[src/hw/tvs_pkg.sv]
// Contract
// Alternate table needs segment, fuse, enable bit
// Alternate table serves every interrupt and trap
// Alternate table at last boot page start
// Enable refused below two boot pages
// Both tables inherit boot segment protection
// Reset loads program counter with zero
// Eight trap vectors, fixed trap priorities
// Math causes share one trap vector
// Request n maps to vector n plus 8
// Priority fields four per word; reserved none
// Table entry holds 24-bit handler address
// Equal priority: lower vector served first
// Seven user priority levels
// Forward only flagged, enabled, above core priority
package tvs_pkg;
  // ----------------------------------------------------------------
  // Register indices
  // ----------------------------------------------------------------
  localparam logic [5:0] ADR_CTL1 = 6'h00;
  localparam logic [5:0] ADR_CTL2 = 6'h01;
  localparam logic [5:0] ADR_CTL3 = 6'h02;
  localparam logic [5:0] ADR_CTL4 = 6'h03;
  localparam logic [5:0] ADR_BOOT_LIMIT = 6'h04;
  localparam logic [5:0] ADR_EVT = 6'h05;
  localparam logic [5:0] ADR_MASK = 6'h06;
  localparam logic [5:0] ADR_FLAG0 = 6'h08;
  localparam logic [5:0] ADR_EN0 = 6'h0C;
  localparam logic [5:0] ADR_PRIO0 = 6'h10;
  localparam int FLAG_WORDS = 3;
  localparam int PRIO_WORDS = 11;
  // ----------------------------------------------------------------
  // Field positions
  // ----------------------------------------------------------------
  localparam int C1_OSC = 1;
  localparam int C1_STACK = 2;
  localparam int C1_ADDR = 3;
  localparam int C1_MATH = 4;
  localparam int C1_EN_OVA = 10;
  localparam int C1_EN_OVB = 9;
  localparam int C1_EN_MISC = 8;
  localparam int C2_ALT_EN = 8;
  localparam int C2_SWT_EN = 13;
  localparam int C4_SWT = 0;
  localparam int C4_ECC = 1;
  localparam int BOOT_LIMIT_W = 13;
  localparam int EVT_TRAP = 0;
  localparam int EVT_IRQ = 1;
  localparam int EVT_REFUSED = 2;
  // Math type flag positions: ova, ovb, cova, covb, shift, div0
  localparam logic [15:0] C1_TYPE_MASK = 16'h7800 | 16'h00C0;
  localparam logic [15:0] C1_RW_MASK = 16'hFFDE;
  localparam logic [15:0] C2_RW_MASK = 16'h2100;
  localparam logic [15:0] C3_MASK = 16'h8311;
  localparam logic [15:0] C4_MASK = 16'h0003;
  localparam logic [15:0] PRIO_MASK = 16'h7777;
  // ----------------------------------------------------------------
  // Vectors and priorities
  // ----------------------------------------------------------------
  localparam logic [23:0] RESET_PC = 24'h000000;
  localparam logic [23:0] TABLE_OFS = 24'h000004;
  localparam logic [7:0] IRQ_VEC_BASE = 8'h08;
  localparam logic [3:0] PRI_OSC = 4'hF;
  localparam logic [3:0] PRI_ADDR = 4'hE;
  localparam logic [3:0] PRI_HARD = 4'hD;
  localparam logic [3:0] PRI_STACK = 4'hC;
  localparam logic [3:0] PRI_MATH = 4'hB;
  localparam logic [3:0] PRI_SOFT = 4'h9;
  localparam logic [12:0] MIN_BOOT_PAGES = 13'h0002;
  // Reserved request numbers 5, 22, 32-34, 39, 42
  localparam logic [47:0] IRQ_RSV = 48'h0487_0040_0020;

  function automatic logic [23:0] vec_addr(input logic [23:0] base, input logic [7:0] num);
    vec_addr = base + TABLE_OFS + {15'h0000, num, 1'b0};
  endfunction
endpackage

[src/hw/tvs_trap_sel.sv]
`timescale 1ns/1ps
module tvs_trap_sel import tvs_pkg::*; (
  input wire logic [5:0] pend_in,
  output logic hit_out,
  output logic [7:0] num_out,
  output logic [3:0] prio_out
);
  // Pending order: osc, addr, hard, stack, math, soft
  assign hit_out = |pend_in;
  always_comb begin
    num_out = 8'h06;
    prio_out = PRI_SOFT;
    if (pend_in[0]) begin
      num_out = 8'h00;
      prio_out = PRI_OSC;
    end else if (pend_in[1]) begin
      num_out = 8'h01;
      prio_out = PRI_ADDR;
    end else if (pend_in[2]) begin
      num_out = 8'h02;
      prio_out = PRI_HARD;
    end else if (pend_in[3]) begin
      num_out = 8'h03;
      prio_out = PRI_STACK;
    end else if (pend_in[4]) begin
      num_out = 8'h04;
      prio_out = PRI_MATH;
    end
  end
endmodule

[src/hw/tvs_irq_sel.sv]
`timescale 1ns/1ps
module tvs_irq_sel import tvs_pkg::*; #(
  parameter int NUM_IRQ = 43
) (
  input wire logic [NUM_IRQ-1:0] pend_in,
  input wire logic [4*NUM_IRQ-1:0] prio_in,
  input wire logic [3:0] cpu_prio_in,
  output logic hit_out,
  output logic [7:0] num_out,
  output logic [2:0] prio_out
);
  logic [2:0] p;
  always_comb begin
    hit_out = 1'b0;
    num_out = 8'h00;
    prio_out = 3'h0;
    p = 3'h0;
    // Ascending scan with strict compare keeps the lowest number on ties
    for (int n = 0; n < NUM_IRQ; n++) begin
      p = prio_in[4*n +: 3];
      if (pend_in[n] && p != 3'h0 && {1'b0, p} > cpu_prio_in &&
          (!hit_out || p > prio_out)) begin
        hit_out = 1'b1;
        num_out = 8'(n);
        prio_out = p;
      end
    end
  end
endmodule

[src/hw/tvs_top.sv]
`timescale 1ns/1ps
module tvs_top import tvs_pkg::*; #(
  parameter int NUM_IRQ = 43,
  parameter logic [23:0] PAGE_SIZE = 24'h000800
) (
  input wire logic clk_in,
  input wire logic resetn_in,
  input wire logic [5:0] addr_in,
  input wire logic [15:0] wdata_in,
  input wire logic wr_in,
  input wire logic rd_in,
  output logic [15:0] rdata_out,
  input wire logic boot_segment_in,
  input wire logic alt_fuse_prog_in,
  input wire logic osc_fail_in,
  input wire logic addr_err_in,
  input wire logic ecc_dbl_in,
  input wire logic sw_trap_in,
  input wire logic stack_err_in,
  input wire logic [5:0] math_in,
  input wire logic [4:0] soft_in,
  input wire logic [NUM_IRQ-1:0] irq_src_in,
  input wire logic [3:0] cpu_prio_in,
  input wire logic vec_ack_in,
  input wire logic table_valid_in,
  input wire logic [23:0] table_data_in,
  output logic vec_req_out,
  output logic [7:0] vec_num_out,
  output logic [3:0] vec_prio_out,
  output logic [23:0] vec_addr_out,
  output logic alt_active_out,
  output logic vec_protect_out,
  output logic handler_valid_out,
  output logic [23:0] handler_addr_out,
  output logic pc_load_out,
  output logic [23:0] pc_value_out,
  output logic irq_out
);
  // ----------------------------------------------------------------
  // State
  // ----------------------------------------------------------------
  logic [15:0] ctl1_q, ctl1_d, ctl2_q, ctl2_d, ctl3_q, ctl3_d, ctl4_q, ctl4_d;
  logic [BOOT_LIMIT_W-1:0] boot_limit_q;
  logic [2:0] evt_q, evt_d, mask_q, evt_set;
  logic [16*FLAG_WORDS-1:0] flag_q, flag_d, en_q;
  logic [16*PRIO_WORDS-1:0] prio_q;
  logic vec_req_q, alt_q, prot_q, hv_q, pcl_q;
  logic [7:0] vnum_q;
  logic [3:0] vprio_q;
  logic [23:0] vaddr_q, haddr_q;
  logic [15:0] rdata_q;

  // ----------------------------------------------------------------
  // Decode
  // ----------------------------------------------------------------
  wire logic [5:0] flag_ofs = addr_in - ADR_FLAG0;
  wire logic [5:0] en_ofs = addr_in - ADR_EN0;
  wire logic [5:0] prio_ofs = addr_in - ADR_PRIO0;
  wire logic wr_flag = wr_in && addr_in >= ADR_FLAG0 && flag_ofs < 6'(FLAG_WORDS);
  wire logic wr_en = wr_in && addr_in >= ADR_EN0 && en_ofs < 6'(FLAG_WORDS);
  wire logic wr_prio = wr_in && addr_in >= ADR_PRIO0 && prio_ofs < 6'(PRIO_WORDS);
  // Three priority bits for every request that exists
  function automatic logic [16*PRIO_WORDS-1:0] prio_bits(input logic [47:0] ok);
    prio_bits = '0;
    for (int n = 0; n < 4*PRIO_WORDS; n++) begin
      prio_bits[4*n +: 3] = {3{ok[n]}};
    end
  endfunction

  wire logic [47:0] irq_ok = ~IRQ_RSV & ((48'h1 << NUM_IRQ) - 48'h1);
  wire logic [16*PRIO_WORDS-1:0] prio_ok = prio_bits(irq_ok);
  wire logic [15:0] prio_keep = PRIO_MASK & prio_ok[16*prio_ofs[3:0] +: 16];
  wire logic pages_ok = boot_limit_q >= MIN_BOOT_PAGES;
  wire logic alt_try = wr_in && addr_in == ADR_CTL2 && wdata_in[C2_ALT_EN];

  // Both tables carry boot segment protection
  wire logic protect = boot_segment_in;
  wire logic alt_eff = boot_segment_in && alt_fuse_prog_in &&
                       ctl2_q[C2_ALT_EN] && pages_ok;
  // Alternate table at first address of last boot page
  wire logic [23:0] alt_base = 24'({11'h000, boot_limit_q} - 24'h1) * PAGE_SIZE;
  wire logic [23:0] tbl_base = alt_eff ? alt_base : 24'h000000;

  // ----------------------------------------------------------------
  // Trap flags
  // ----------------------------------------------------------------
  wire logic [5:0] math_en = {{4{ctl1_q[C1_EN_MISC]}}, ctl1_q[C1_EN_OVB], ctl1_q[C1_EN_OVA]};
  wire logic [5:0] math_hit = math_in & math_en;
  wire logic [15:0] c1_set = {1'b0, math_hit[0], math_hit[1], math_hit[2], math_hit[3],
                              3'h0, math_hit[4], math_hit[5], 1'b0, |math_hit,
                              addr_err_in, stack_err_in, osc_fail_in, 1'b0};
  wire logic [15:0] c3_set = {soft_in[4], 5'h00, soft_in[3], soft_in[2], 3'h0,
                              soft_in[1], 3'h0, soft_in[0]};
  wire logic [15:0] c4_set = {14'h0000, ecc_dbl_in, sw_trap_in};
  wire logic hard_pend = ctl4_q[C4_ECC] || (ctl4_q[C4_SWT] && ctl2_q[C2_SWT_EN]);
  wire logic [5:0] trap_pend = {|(ctl3_q & C3_MASK), ctl1_q[C1_MATH], ctl1_q[C1_STACK],
                                hard_pend, ctl1_q[C1_ADDR], ctl1_q[C1_OSC]};

  // Hardware set wins over a software write of zero
  always_comb begin
    ctl1_d = (wr_in && addr_in == ADR_CTL1) ? (wdata_in & C1_RW_MASK) : ctl1_q;
    ctl1_d = ctl1_d | (c1_set & (C1_TYPE_MASK | 16'h001E));
    ctl3_d = ((wr_in && addr_in == ADR_CTL3) ? wdata_in : ctl3_q) & C3_MASK;
    ctl3_d = ctl3_d | c3_set;
    ctl4_d = ((wr_in && addr_in == ADR_CTL4) ? wdata_in : ctl4_q) & C4_MASK;
    ctl4_d = ctl4_d | c4_set;
    ctl2_d = ctl2_q;
    if (wr_in && addr_in == ADR_CTL2) begin
      ctl2_d = wdata_in & C2_RW_MASK;
      ctl2_d[C2_ALT_EN] = wdata_in[C2_ALT_EN] && pages_ok;
    end
  end

  // ----------------------------------------------------------------
  // Peripheral flags, enables, priorities
  // ----------------------------------------------------------------
  always_comb begin
    flag_d = flag_q;
    if (wr_flag) begin
      flag_d[16*flag_ofs[1:0] +: 16] = wdata_in;
    end
    flag_d = (flag_d | {{(48-NUM_IRQ){1'b0}}, irq_src_in}) & irq_ok;
  end

  wire logic [NUM_IRQ-1:0] irq_pend = NUM_IRQ'(flag_q & en_q);

  // ----------------------------------------------------------------
  // Selection
  // ----------------------------------------------------------------
  logic trap_hit, irq_hit;
  logic [7:0] trap_num, irq_num;
  logic [3:0] trap_prio;
  logic [2:0] irq_prio;

  tvs_trap_sel u_trap (
    .pend_in(trap_pend),
    .hit_out(trap_hit),
    .num_out(trap_num),
    .prio_out(trap_prio)
  );

  tvs_irq_sel #(.NUM_IRQ(NUM_IRQ)) u_irq (
    .pend_in(irq_pend),
    .prio_in(prio_q[4*NUM_IRQ-1:0]),
    .cpu_prio_in(cpu_prio_in),
    .hit_out(irq_hit),
    .num_out(irq_num),
    .prio_out(irq_prio)
  );

  // Traps always outrank user levels
  wire logic [7:0] sel_num = trap_hit ? trap_num : irq_num + IRQ_VEC_BASE;
  wire logic [3:0] sel_prio = trap_hit ? trap_prio : {1'b0, irq_prio};
  wire logic sel_hit = trap_hit || irq_hit;

  assign evt_set = {alt_try && !pages_ok, vec_ack_in && vec_req_q && vnum_q >= IRQ_VEC_BASE,
                    vec_ack_in && vec_req_q && vnum_q < IRQ_VEC_BASE};
  assign evt_d = ((rd_in && addr_in == ADR_EVT) ? 3'h0 : evt_q) | evt_set;

  // ----------------------------------------------------------------
  // Read mux
  // ----------------------------------------------------------------
  logic [15:0] rmux;
  always_comb begin
    rmux = 16'h0000;
    case (addr_in)
      ADR_CTL1: rmux = ctl1_q;
      ADR_CTL2: rmux = ctl2_q;
      ADR_CTL3: rmux = ctl3_q;
      ADR_CTL4: rmux = ctl4_q;
      ADR_BOOT_LIMIT: rmux = {3'h0, boot_limit_q};
      ADR_EVT: rmux = {13'h0000, evt_q};
      ADR_MASK: rmux = {13'h0000, mask_q};
      default: begin
        if (addr_in >= ADR_FLAG0 && flag_ofs < 6'(FLAG_WORDS)) begin
          rmux = flag_q[16*flag_ofs[1:0] +: 16];
        end else if (addr_in >= ADR_EN0 && en_ofs < 6'(FLAG_WORDS)) begin
          rmux = en_q[16*en_ofs[1:0] +: 16];
        end else if (addr_in >= ADR_PRIO0 && prio_ofs < 6'(PRIO_WORDS)) begin
          rmux = prio_q[16*prio_ofs[3:0] +: 16];
        end
      end
    endcase
  end

  // ----------------------------------------------------------------
  // Registers
  // ----------------------------------------------------------------
  always_ff @(posedge clk_in) begin
    if (!resetn_in) begin
      ctl1_q <= 16'h0000;
      ctl2_q <= 16'h0000;
      ctl3_q <= 16'h0000;
      ctl4_q <= 16'h0000;
      boot_limit_q <= '0;
      evt_q <= 3'h0;
      mask_q <= 3'h0;
      flag_q <= '0;
      en_q <= '0;
      prio_q <= '0;
      rdata_q <= 16'h0000;
    end else begin
      ctl1_q <= ctl1_d;
      ctl2_q <= ctl2_d;
      ctl3_q <= ctl3_d;
      ctl4_q <= ctl4_d;
      evt_q <= evt_d;
      flag_q <= flag_d;
      rdata_q <= rd_in ? rmux : 16'h0000;
      if (wr_in && addr_in == ADR_BOOT_LIMIT) boot_limit_q <= wdata_in[BOOT_LIMIT_W-1:0];
      if (wr_in && addr_in == ADR_MASK) mask_q <= wdata_in[2:0];
      if (wr_en) en_q[16*en_ofs[1:0] +: 16] <= wdata_in & irq_ok[16*en_ofs[1:0] +: 16];
      if (wr_prio) prio_q[16*prio_ofs[3:0] +: 16] <= wdata_in & prio_keep;
    end
  end

  always_ff @(posedge clk_in) begin
    if (!resetn_in) begin
      vec_req_q <= 1'b0;
      vnum_q <= 8'h00;
      vprio_q <= 4'h0;
      vaddr_q <= 24'h000000;
      alt_q <= 1'b0;
      prot_q <= 1'b0;
      hv_q <= 1'b0;
      haddr_q <= 24'h000000;
      pcl_q <= 1'b1;
    end else begin
      vec_req_q <= sel_hit;
      vnum_q <= sel_num;
      vprio_q <= sel_prio;
      vaddr_q <= vec_addr(tbl_base, sel_num);
      alt_q <= alt_eff;
      prot_q <= protect;
      hv_q <= table_valid_in;
      if (table_valid_in) haddr_q <= table_data_in;
      pcl_q <= 1'b0;
    end
  end

  assign rdata_out = rdata_q;
  assign vec_req_out = vec_req_q;
  assign vec_num_out = vnum_q;
  assign vec_prio_out = vprio_q;
  assign vec_addr_out = vaddr_q;
  assign alt_active_out = alt_q;
  assign vec_protect_out = prot_q;
  assign handler_valid_out = hv_q;
  assign handler_addr_out = haddr_q;
  assign pc_load_out = pcl_q;
  assign pc_value_out = RESET_PC;
  assign irq_out = |(evt_q & mask_q);

  // ----------------------------------------------------------------
  // Checks
  // ----------------------------------------------------------------
  a_alt_gate: assert property (@(posedge clk_in) disable iff (!resetn_in)
    alt_active_out |-> $past(boot_segment_in) && $past(alt_fuse_prog_in))
    else $error("alternate table active without segment or fuse");
  a_alt_pages: assert property (@(posedge clk_in) disable iff (!resetn_in)
    alt_active_out |-> $past(boot_limit_q) >= MIN_BOOT_PAGES)
    else $error("alternate table active below two pages");
  a_vec_addr: assert property (@(posedge clk_in) disable iff (!resetn_in)
    vec_req_out && alt_active_out |-> vec_addr_out == vec_addr($past(alt_base), vec_num_out))
    else $error("vector address not in alternate table");
  a_irq_map: assert property (@(posedge clk_in) disable iff (!resetn_in)
    vec_req_out && !alt_active_out |-> vec_addr_out == 24'h4 + {15'h0, vec_num_out, 1'b0})
    else $error("default vector address wrong");
  a_trap_first: assert property (@(posedge clk_in) disable iff (!resetn_in)
    trap_hit |=> vec_req_out && vec_num_out < IRQ_VEC_BASE && vec_prio_out >= PRI_SOFT)
    else $error("trap not chosen first");
  a_prio_above: assert property (@(posedge clk_in) disable iff (!resetn_in)
    vec_req_out && vec_num_out >= IRQ_VEC_BASE |->
      vec_prio_out > $past(cpu_prio_in) && vec_prio_out != 4'h0)
    else $error("request forwarded at or below core level");
  a_math_route: assert property (@(posedge clk_in) disable iff (!resetn_in)
    |math_hit |=> ctl1_q[C1_MATH] ##1 (vec_num_out == 8'h04 || $past(trap_pend[3:0]) != 4'h0))
    else $error("math cause not routed");
  a_no_reserved: assert property (@(posedge clk_in) disable iff (!resetn_in)
    (flag_q & IRQ_RSV) == 48'h0 && (en_q & IRQ_RSV) == 48'h0)
    else $error("reserved request holds a flag or enable");
  a_reset_pc: assert property (@(posedge clk_in) disable iff (!resetn_in)
    !$past(resetn_in) |-> pc_load_out && pc_value_out == 24'h0)
    else $error("program counter not zeroed after reset");
  a_pc_release: assert property (@(posedge clk_in) disable iff (!resetn_in)
    $past(resetn_in) |-> !pc_load_out)
    else $error("program counter load held after reset");
  a_handler_load: assert property (@(posedge clk_in) disable iff (!resetn_in)
    table_valid_in |=> handler_valid_out && handler_addr_out == $past(table_data_in))
    else $error("handler address not captured");
  a_protect: assert property (@(posedge clk_in) disable iff (!resetn_in)
    $past(resetn_in) |-> vec_protect_out == $past(boot_segment_in))
    else $error("table protection not following boot segment");
  a_refuse_evt: assert property (@(posedge clk_in) disable iff (!resetn_in)
    alt_try && !pages_ok |=> evt_q[EVT_REFUSED] && !ctl2_q[C2_ALT_EN])
    else $error("alternate table enable not refused");
  a_rsv_prio: assert property (@(posedge clk_in) disable iff (!resetn_in)
    (prio_q & ~prio_ok) == '0)
    else $error("reserved request holds a priority field");
  c_alt_vector: cover property (@(posedge clk_in) disable iff (!resetn_in)
    vec_req_out && alt_active_out);
  c_irq_vector: cover property (@(posedge clk_in) disable iff (!resetn_in)
    vec_req_out && vec_num_out >= IRQ_VEC_BASE ##1 vec_ack_in);
  c_refused: cover property (@(posedge clk_in) disable iff (!resetn_in)
    evt_q[EVT_REFUSED]);
  c_trap_vector: cover property (@(posedge clk_in) disable iff (!resetn_in)
    vec_req_out && vec_num_out < IRQ_VEC_BASE ##1 vec_ack_in);
endmodule

[config.mk]
export PLATFORM = sky130hd
export DESIGN_NAME = tvs_top
export DESIGN_NICKNAME = d
export VERILOG_FILES = /design/src/hw/tvs_pkg.sv /design/src/hw/tvs_trap_sel.sv /design/src/hw/tvs_irq_sel.sv /design/src/hw/tvs_top.sv
export SDC_FILE = /design/constraint.sdc
export NUM_CORES = 1
export LEC_CHECK = 0
export BUFFER_PORTS_ARGS = -buffer_cell sky130_fd_sc_hd__buf_2
export CELL_PAD_IN_SITES_DETAIL_PLACEMENT = 0
export CELL_PAD_IN_SITES_GLOBAL_PLACEMENT = 1
export CORE_ASPECT_RATIO = 0.8
export CORE_UTILIZATION = 45
export DETAILED_ROUTE_END_ITERATION = 10
export PLACE_DENSITY_LB_ADDON = 0.1
export SYNTH_ARGS = -nofsm -noshare
export SYNTH_HDL_FRONTEND = slang
export SYNTH_SLANG_ARGS = --single-unit
[constraint.sdc]
create_clock -name clk_in -period 66.6 [get_ports clk_in]
set_input_delay 3.33 -clock clk_in [delete_from_list [all_inputs] [get_ports clk_in]]
set_output_delay 3.33 -clock clk_in [all_outputs]
set_load 0.005 [all_outputs]
== Yosys cells after proc, flatten, opt, wreduce, memory -nomap -nowiden ==
Index checks and enable logic that the tools add are counted.

* Flip-flop bits (word level): 396
* Bits in latches: 0
* RAM bits: 0
* ROM bits: 0
* Output and inout bits: 106
* Memories kept: 0

* $add $sub $neg: 10
* Multipliers: 0
* Divide/modulo/power cells: 0
* Order comparisons: 94
* Equality and inequality tests: 6
* Shifts and indexed selects: 11
* Muxes and demuxes: 154
* Bitwise operators: 10
* Reductions and logical operators: 290

{| class="wikitable"
|+ Operators by type and width
! operator !! count
|-
| $bwmux 176 || 1
|-
| $shift 16x34->176 const A || 1
|-
| $shiftx 16x34->176 || 1
|-
| $shiftx 176x9->15 const A || 1
|-
| $shiftx 176x9->16 || 1
|-
| $gt 3x4->1 || 43
|-
| $logic_and 1x1->1 || 154
|-
| $mux 3 || 49
|-
| $reduce_bool 3->1 || 43
|-
| $gt 3x3->1 || 42
|-
| $pmux 16 s7 || 1
|-
| $bwmux 48 || 2
|-
| $shift 16x34->48 const A || 2
|-
| $shiftx 16x34->48 || 2
|-
| $shiftx 48x7->16 || 2
|-
| $mux 16 || 5
|-
| $mux 5 || 16
|-
| $neg 6->34 || 2
|-
| $mux 6 || 11
|-
| $mux 4 || 12
|-
| $shiftx 48x7->16 const A || 1
|-
| $mux 1 || 45
|-
| $logic_or 1x1->1 || 44
|-
| $and 42x43->43 || 1
|-
| 36 further kinds || 93
|}

== Logic depth before layout (Yosys ltp) ==
* Depth in word-level cells: 175
* Mapped depth: 347

== Hierarchy ==
From an unflattened synthesis, not the netlist that was laid out.

* Cell total of the unflattened synthesis: 3176
* Area total of the unflattened synthesis: 25799.7 um2

{| class="wikitable"
|+ By module, submodules not included
! module !! instances !! cells an instance !! area each (um2) !! seq. area each (um2)
|-
| tvs_top || 1 || 1763 || 15869.0 || 6726.5
|-
| tvs_irq_sel || 1 || 1396 || 9803.2 || 0.0
|-
| tvs_trap_sel || 1 || 17 || 127.6 || 0.0
|}

== Worst setup path before layout ==
OpenSTA, ideal clock, no wires.

* Path kind: input port to flip-flop
* Start point: input cpu_prio_in[2]
* End point: register vaddr_q[6] (netlist: vec_addr_out[6])
* Setup time: 0.128 ns
* Arrival: 54.523 ns
* Data required time: 66.472 ns
* Path slack: 11.950 ns
* Stages on the path: 305
* Path through: inv_1 > ha_1 > nor2b_1 > a221oi_2 > or2_1 > buf_4 > nor2_1 > ha_1 > nand3b_1 > a32oi_1 > nor3_1 > or2_0 > clkbuf_1 > o21a_1 > ha_1 > nor2b_1 > o21ai_0 > a32oi_1 > [... 269 more ...] > nor3b_1 > a21oi_1 > o31ai_1 > ha_1 > inv_1 > a21o_1 > a21oi_1 > a31oi_1 > o21a_1 > or2_2 > buf_2 > or4_4 > a31oi_1 > ha_1 > xor2_1 > nand2_2 > xnor2_1 > nor2_1

* Cells in the longest elaborated chain, start to end: 174

{| class="wikitable"
|+ Ends and longest elaborated chain
! element !! line !! RTL
|-
| start: declaration || tvs_top.sv:23 || <nowiki>input wire logic [3:0] cpu_prio_in,</nowiki>
|-
| $gt 3x4->1 || tvs_irq_sel.sv:21 || <nowiki>if (pend_in[n] && p != 3'h0 && {1'b0, p} > cpu_prio_in &&</nowiki>
|-
| $logic_and 1x1->1 || tvs_irq_sel.sv:21 ||
|-
| $mux 3 or $mux 1 (tied branches) || tvs_irq_sel.sv:21 ||
|-
| $gt 3x3->1 or $logic_not 1->1 (tied branches) || tvs_irq_sel.sv:22 || <nowiki>(!hit_out || p > prio_out)) begin</nowiki>
|-
| $logic_or 1x1->1 || tvs_irq_sel.sv:22 ||
|-
| $logic_and 1x1->1 || tvs_irq_sel.sv:21 ||
|-
| $mux 3 or $mux 1 (tied branches) || tvs_irq_sel.sv:21 ||
|-
| $gt 3x3->1 or $logic_not 1->1 (tied branches) || tvs_irq_sel.sv:22 ||
|-
| [... 158 more ...] || -- ||
|-
| $mux 3 or $mux 1 (tied branches) || tvs_irq_sel.sv:21 ||
|-
| $gt 3x3->1 or $logic_not 1->1 (tied branches) || tvs_irq_sel.sv:22 ||
|-
| $logic_or 1x1->1 || tvs_irq_sel.sv:22 ||
|-
| $logic_and 1x1->1 || tvs_irq_sel.sv:21 ||
|-
| $mux 6 (*) || tvs_irq_sel.sv:21 ||
|-
| $add 8x4->8 (*) || tvs_top.sv:152 || <nowiki>wire logic [7:0] sel_num = trap_hit ? trap_num : irq_num + IRQ_VEC_BASE;</nowiki>
|-
| $mux 8 (*) || tvs_top.sv:152 ||
|-
| $add 24x9->24 (*) || tvs_pkg.sv:74 || <nowiki>vec_addr = base + TABLE_OFS + {15'h0000, num, 1'b0};</nowiki>
|-
| end signal: assignment || tvs_top.sv:232 || <nowiki>vaddr_q <= vec_addr(tbl_base, sel_num);</nowiki>
|-
| end: declaration || tvs_top.sv:50 || <nowiki>logic [23:0] vaddr_q, haddr_q;</nowiki>
|}

Every way passes the cells marked *; elsewhere a longest branch is shown, timed or not.
A chain may end at the register's enable or synchronous reset.

== Final worst setup path ==
Ends and elaborated chain as after synthesis.

==> run metrics <==
H-tree Lvls 2; register bit count reported by yosys 334; number of synthesized flops with an enable pin 0; dpl hpwl 68.3 mm; die span in y 206 um; gpl congestion 0.968; final setup violation count 0; clk root buf clkbuf_16; Hold WC Path Type register to register; Initial DRC Count 2,707; setup_tns 0 ps; top-count cell post-synth nor2_1; Slew headroom 14.6%; dominant cells by area after synthesis dfxtp_1 (29%), ha_1 (11%), a21oi_1 (7.0%); clk buf depth 3; Max Cap Viol 0; crit end category register; Final WS setup 4630 ps; Worst EP arrival 62,360 ps; Starting Density 45.6%; slowest stage cell on the critical path or4_4; clk slew on worst S/H paths 60 ps; post-place setup slack 3180 ps; worst reg2reg path depth 303; hold slack 453 ps; initial antenna violation count 6; Vias/cell 6.26; largest net degree at the start of global routing 114; Synth Instances 2,969; Yosys top cell by area dfxtp_1; Layout Utilization 50.7%; worst skew pair latency 560 ps; ys async rst share 0%; post-synth top area share 28.7%; status finished clean; vias in the first global route 21,000; Worst setup SP type input port; worst stage delay on the critical path 520 ps; power density of the placed cells 18.4 nW/um^2; global route total overflow 0; nets 3,368; Tot Pwr 0.477 mW; worst-margin pin slew 1270 ps; number of port buffers 187; row cnt 74; die area 52,800 um^2; GRT Overall Usage 33.0%; pins over their slew limit 0; Peak supply drop 16.1 uV; CTS tree built; r2r endpoint vec_addr_out[6]; Mapped Area 23,300 um^2; Area growth syn-to-layout 11.0%; I/O pin count 223; Fin. Hold Viols 0; Vias 23,500; DRC viols 0; worst-path maximum fanout 36; WS Path Type input port to register; DRT antenna net count 0; crit path time final 61,970 ps; clk sinks 334; min-delay src en_q[32]; dpl cell area 24,500 um^2; final cell count without fillers 3,763; r2r setup slk 7440 ps; post-synth cell types 116; core area 51,100 um^2; Fmax 16.1 MHz; cell mode on critical path a21oi_1; post-synthesis average cell area 7.86 um^2; hold path endpoint en_q[32]; wire length of the first global-routing pass 133 mm; WHS Path Cells 2; drt first pass iters 6; post-route cell area 25,900 um^2; commonest cells in the netlist nor2_1 (354), dfxtp_1 (334), a21oi_1 (328); synth warn 0; worst r2r src prio_q[2]; leakage dissipation 10.5 nW; drt wl/cell 24.1 um; Placed Cells 3,694; post-synthesis sequential area ratio 28.7%; post-detailed-routing wire length 90.8 mm; layout cells sized above 1 13.3%; CTS Buf Count 36; cts hold-fix bufs 0; Final period util 93.0%; Synth Flop Type dfxtp_1; Max Clock Skew 40.8 ps; die width 257 um; CP required 66,990 ps
[layout by cell type (no fill, tap or decap), types with 12 or more instances in the layout]
cell type	instances
nor4_1	15
ha_1	201
mux4_2	24
clkbuf_16	36
nand2b_1	17
and3_1	24
mux2_2	40
nand3b_1	15
a31o_2	12
a221oi_1	14
nand3_1	98
nand2_1	250
a311oi_1	47
conb_1	30
nor3_1	176
a21o_1	29
buf_2	186
o21a_1	25
inv_1	160
o21ai_0	80
mux2i_1	98
o31ai_1	14
nor2_1	350
dfxtp_1	334
a21oi_1	327
nor2b_1	70
and2_1	26
nand4b_1	16
a31oi_1	28
buf_4	19
[sequential cells by signal, summed over array words and instances (netlist names), 3 cells and up]
| register | cells |
|---|---|
| prio_q | 132 |
| en_q | 48 |
| flag_q | 36 |
| handler_addr_out | 24 |
| vec_addr_out | 21 |
| rdata_out | 16 |
| ctl1_q | 14 |
| boot_limit_q | 13 |
| vec_num_out | 6 |
| ctl3_q | 5 |
| vec_prio_out | 4 |
| evt_q | 3 |
| mask_q | 3 |
[worst max path at each step]
stage,startpoint,to,cells after the start
after detailed placement,cpu_prio_in[2],vec_addr_out[6],308
final,cpu_prio_in[2],vec_addr_out[6],306
after global placement,cpu_prio_in[2],vec_addr_out[6],301
after floorplan,cpu_prio_in[2],vec_addr_out[6],305
after CTS,cpu_prio_in[2],vec_addr_out[6],306
after global routing,cpu_prio_in[2],vec_addr_out[6],316
[where the power goes]
part / leakage [nW] / internal (mW) / switching, mW
registers: 2.71 / 0.204 / 0.00379
logic: 7.11 / 0.0148 / 0.0320
clock network: 0.630 / 0.133 / 0.0897
total: 10.5 / 0.351 / 0.125
[layout make-up]
| cell class | count | area, um^2 |
|---|---|---|
| inverter | 163 | 619 |
| tap | 684 | 856 |
| timing repair buffer | 207 | 1100 |
| clock inverter | 18 | 302 |
| antenna | 1 | 2.50 |
| multi-input combinational | 2308 | 15300 |
| clock buffer | 48 | 986 |
| sequential | 334 | 6690 |
| fill | 5000 | 25200 |
[repair_timing]
action,CTS,global route
gates resized for setup,0,16
endpoints found under the setup margin,0,15
setup buffers,0,2
[cell families (layout without fill, tap and decap cells)]
logic type	Yosys count	after routing	share of synthesized area [%]
AND/OR/NAND/NOR	1146	1146	23.9
AO/OA/AOI/OAI	752	752	21.3
buffers and inverters	356	436	6.32
flip-flops	334	334	28.7
adder cells (fa/ha/maj)	202	202	10.8
multiplexers	163	163	8.50
XOR/XNOR	15	15	0.563
other	1	31	0.0161
[worst max-delay path: cells and delay by family]
family                   cells  cell delay (ps)
AND/OR/NAND/NOR             74            11190
multiplexers                17             5890
adder cells (fa/ha/maj)     38            10260
buffers and inverters       20             2050
XOR/XNOR                     2              350
AO/OA/AOI/OAI              155            29130
[per-layer routing]
metal	part of all wire [%]	up-vias	GRT usage [%]
met5	0.040	-	0
met4	3.0	6	9.93
met3	9.7	148	6.06
met2	41	1070	47.7
met1	46	11400	49.2
li1	-	10900	-
No activity file was read; power rests on OpenSTA's default activity.
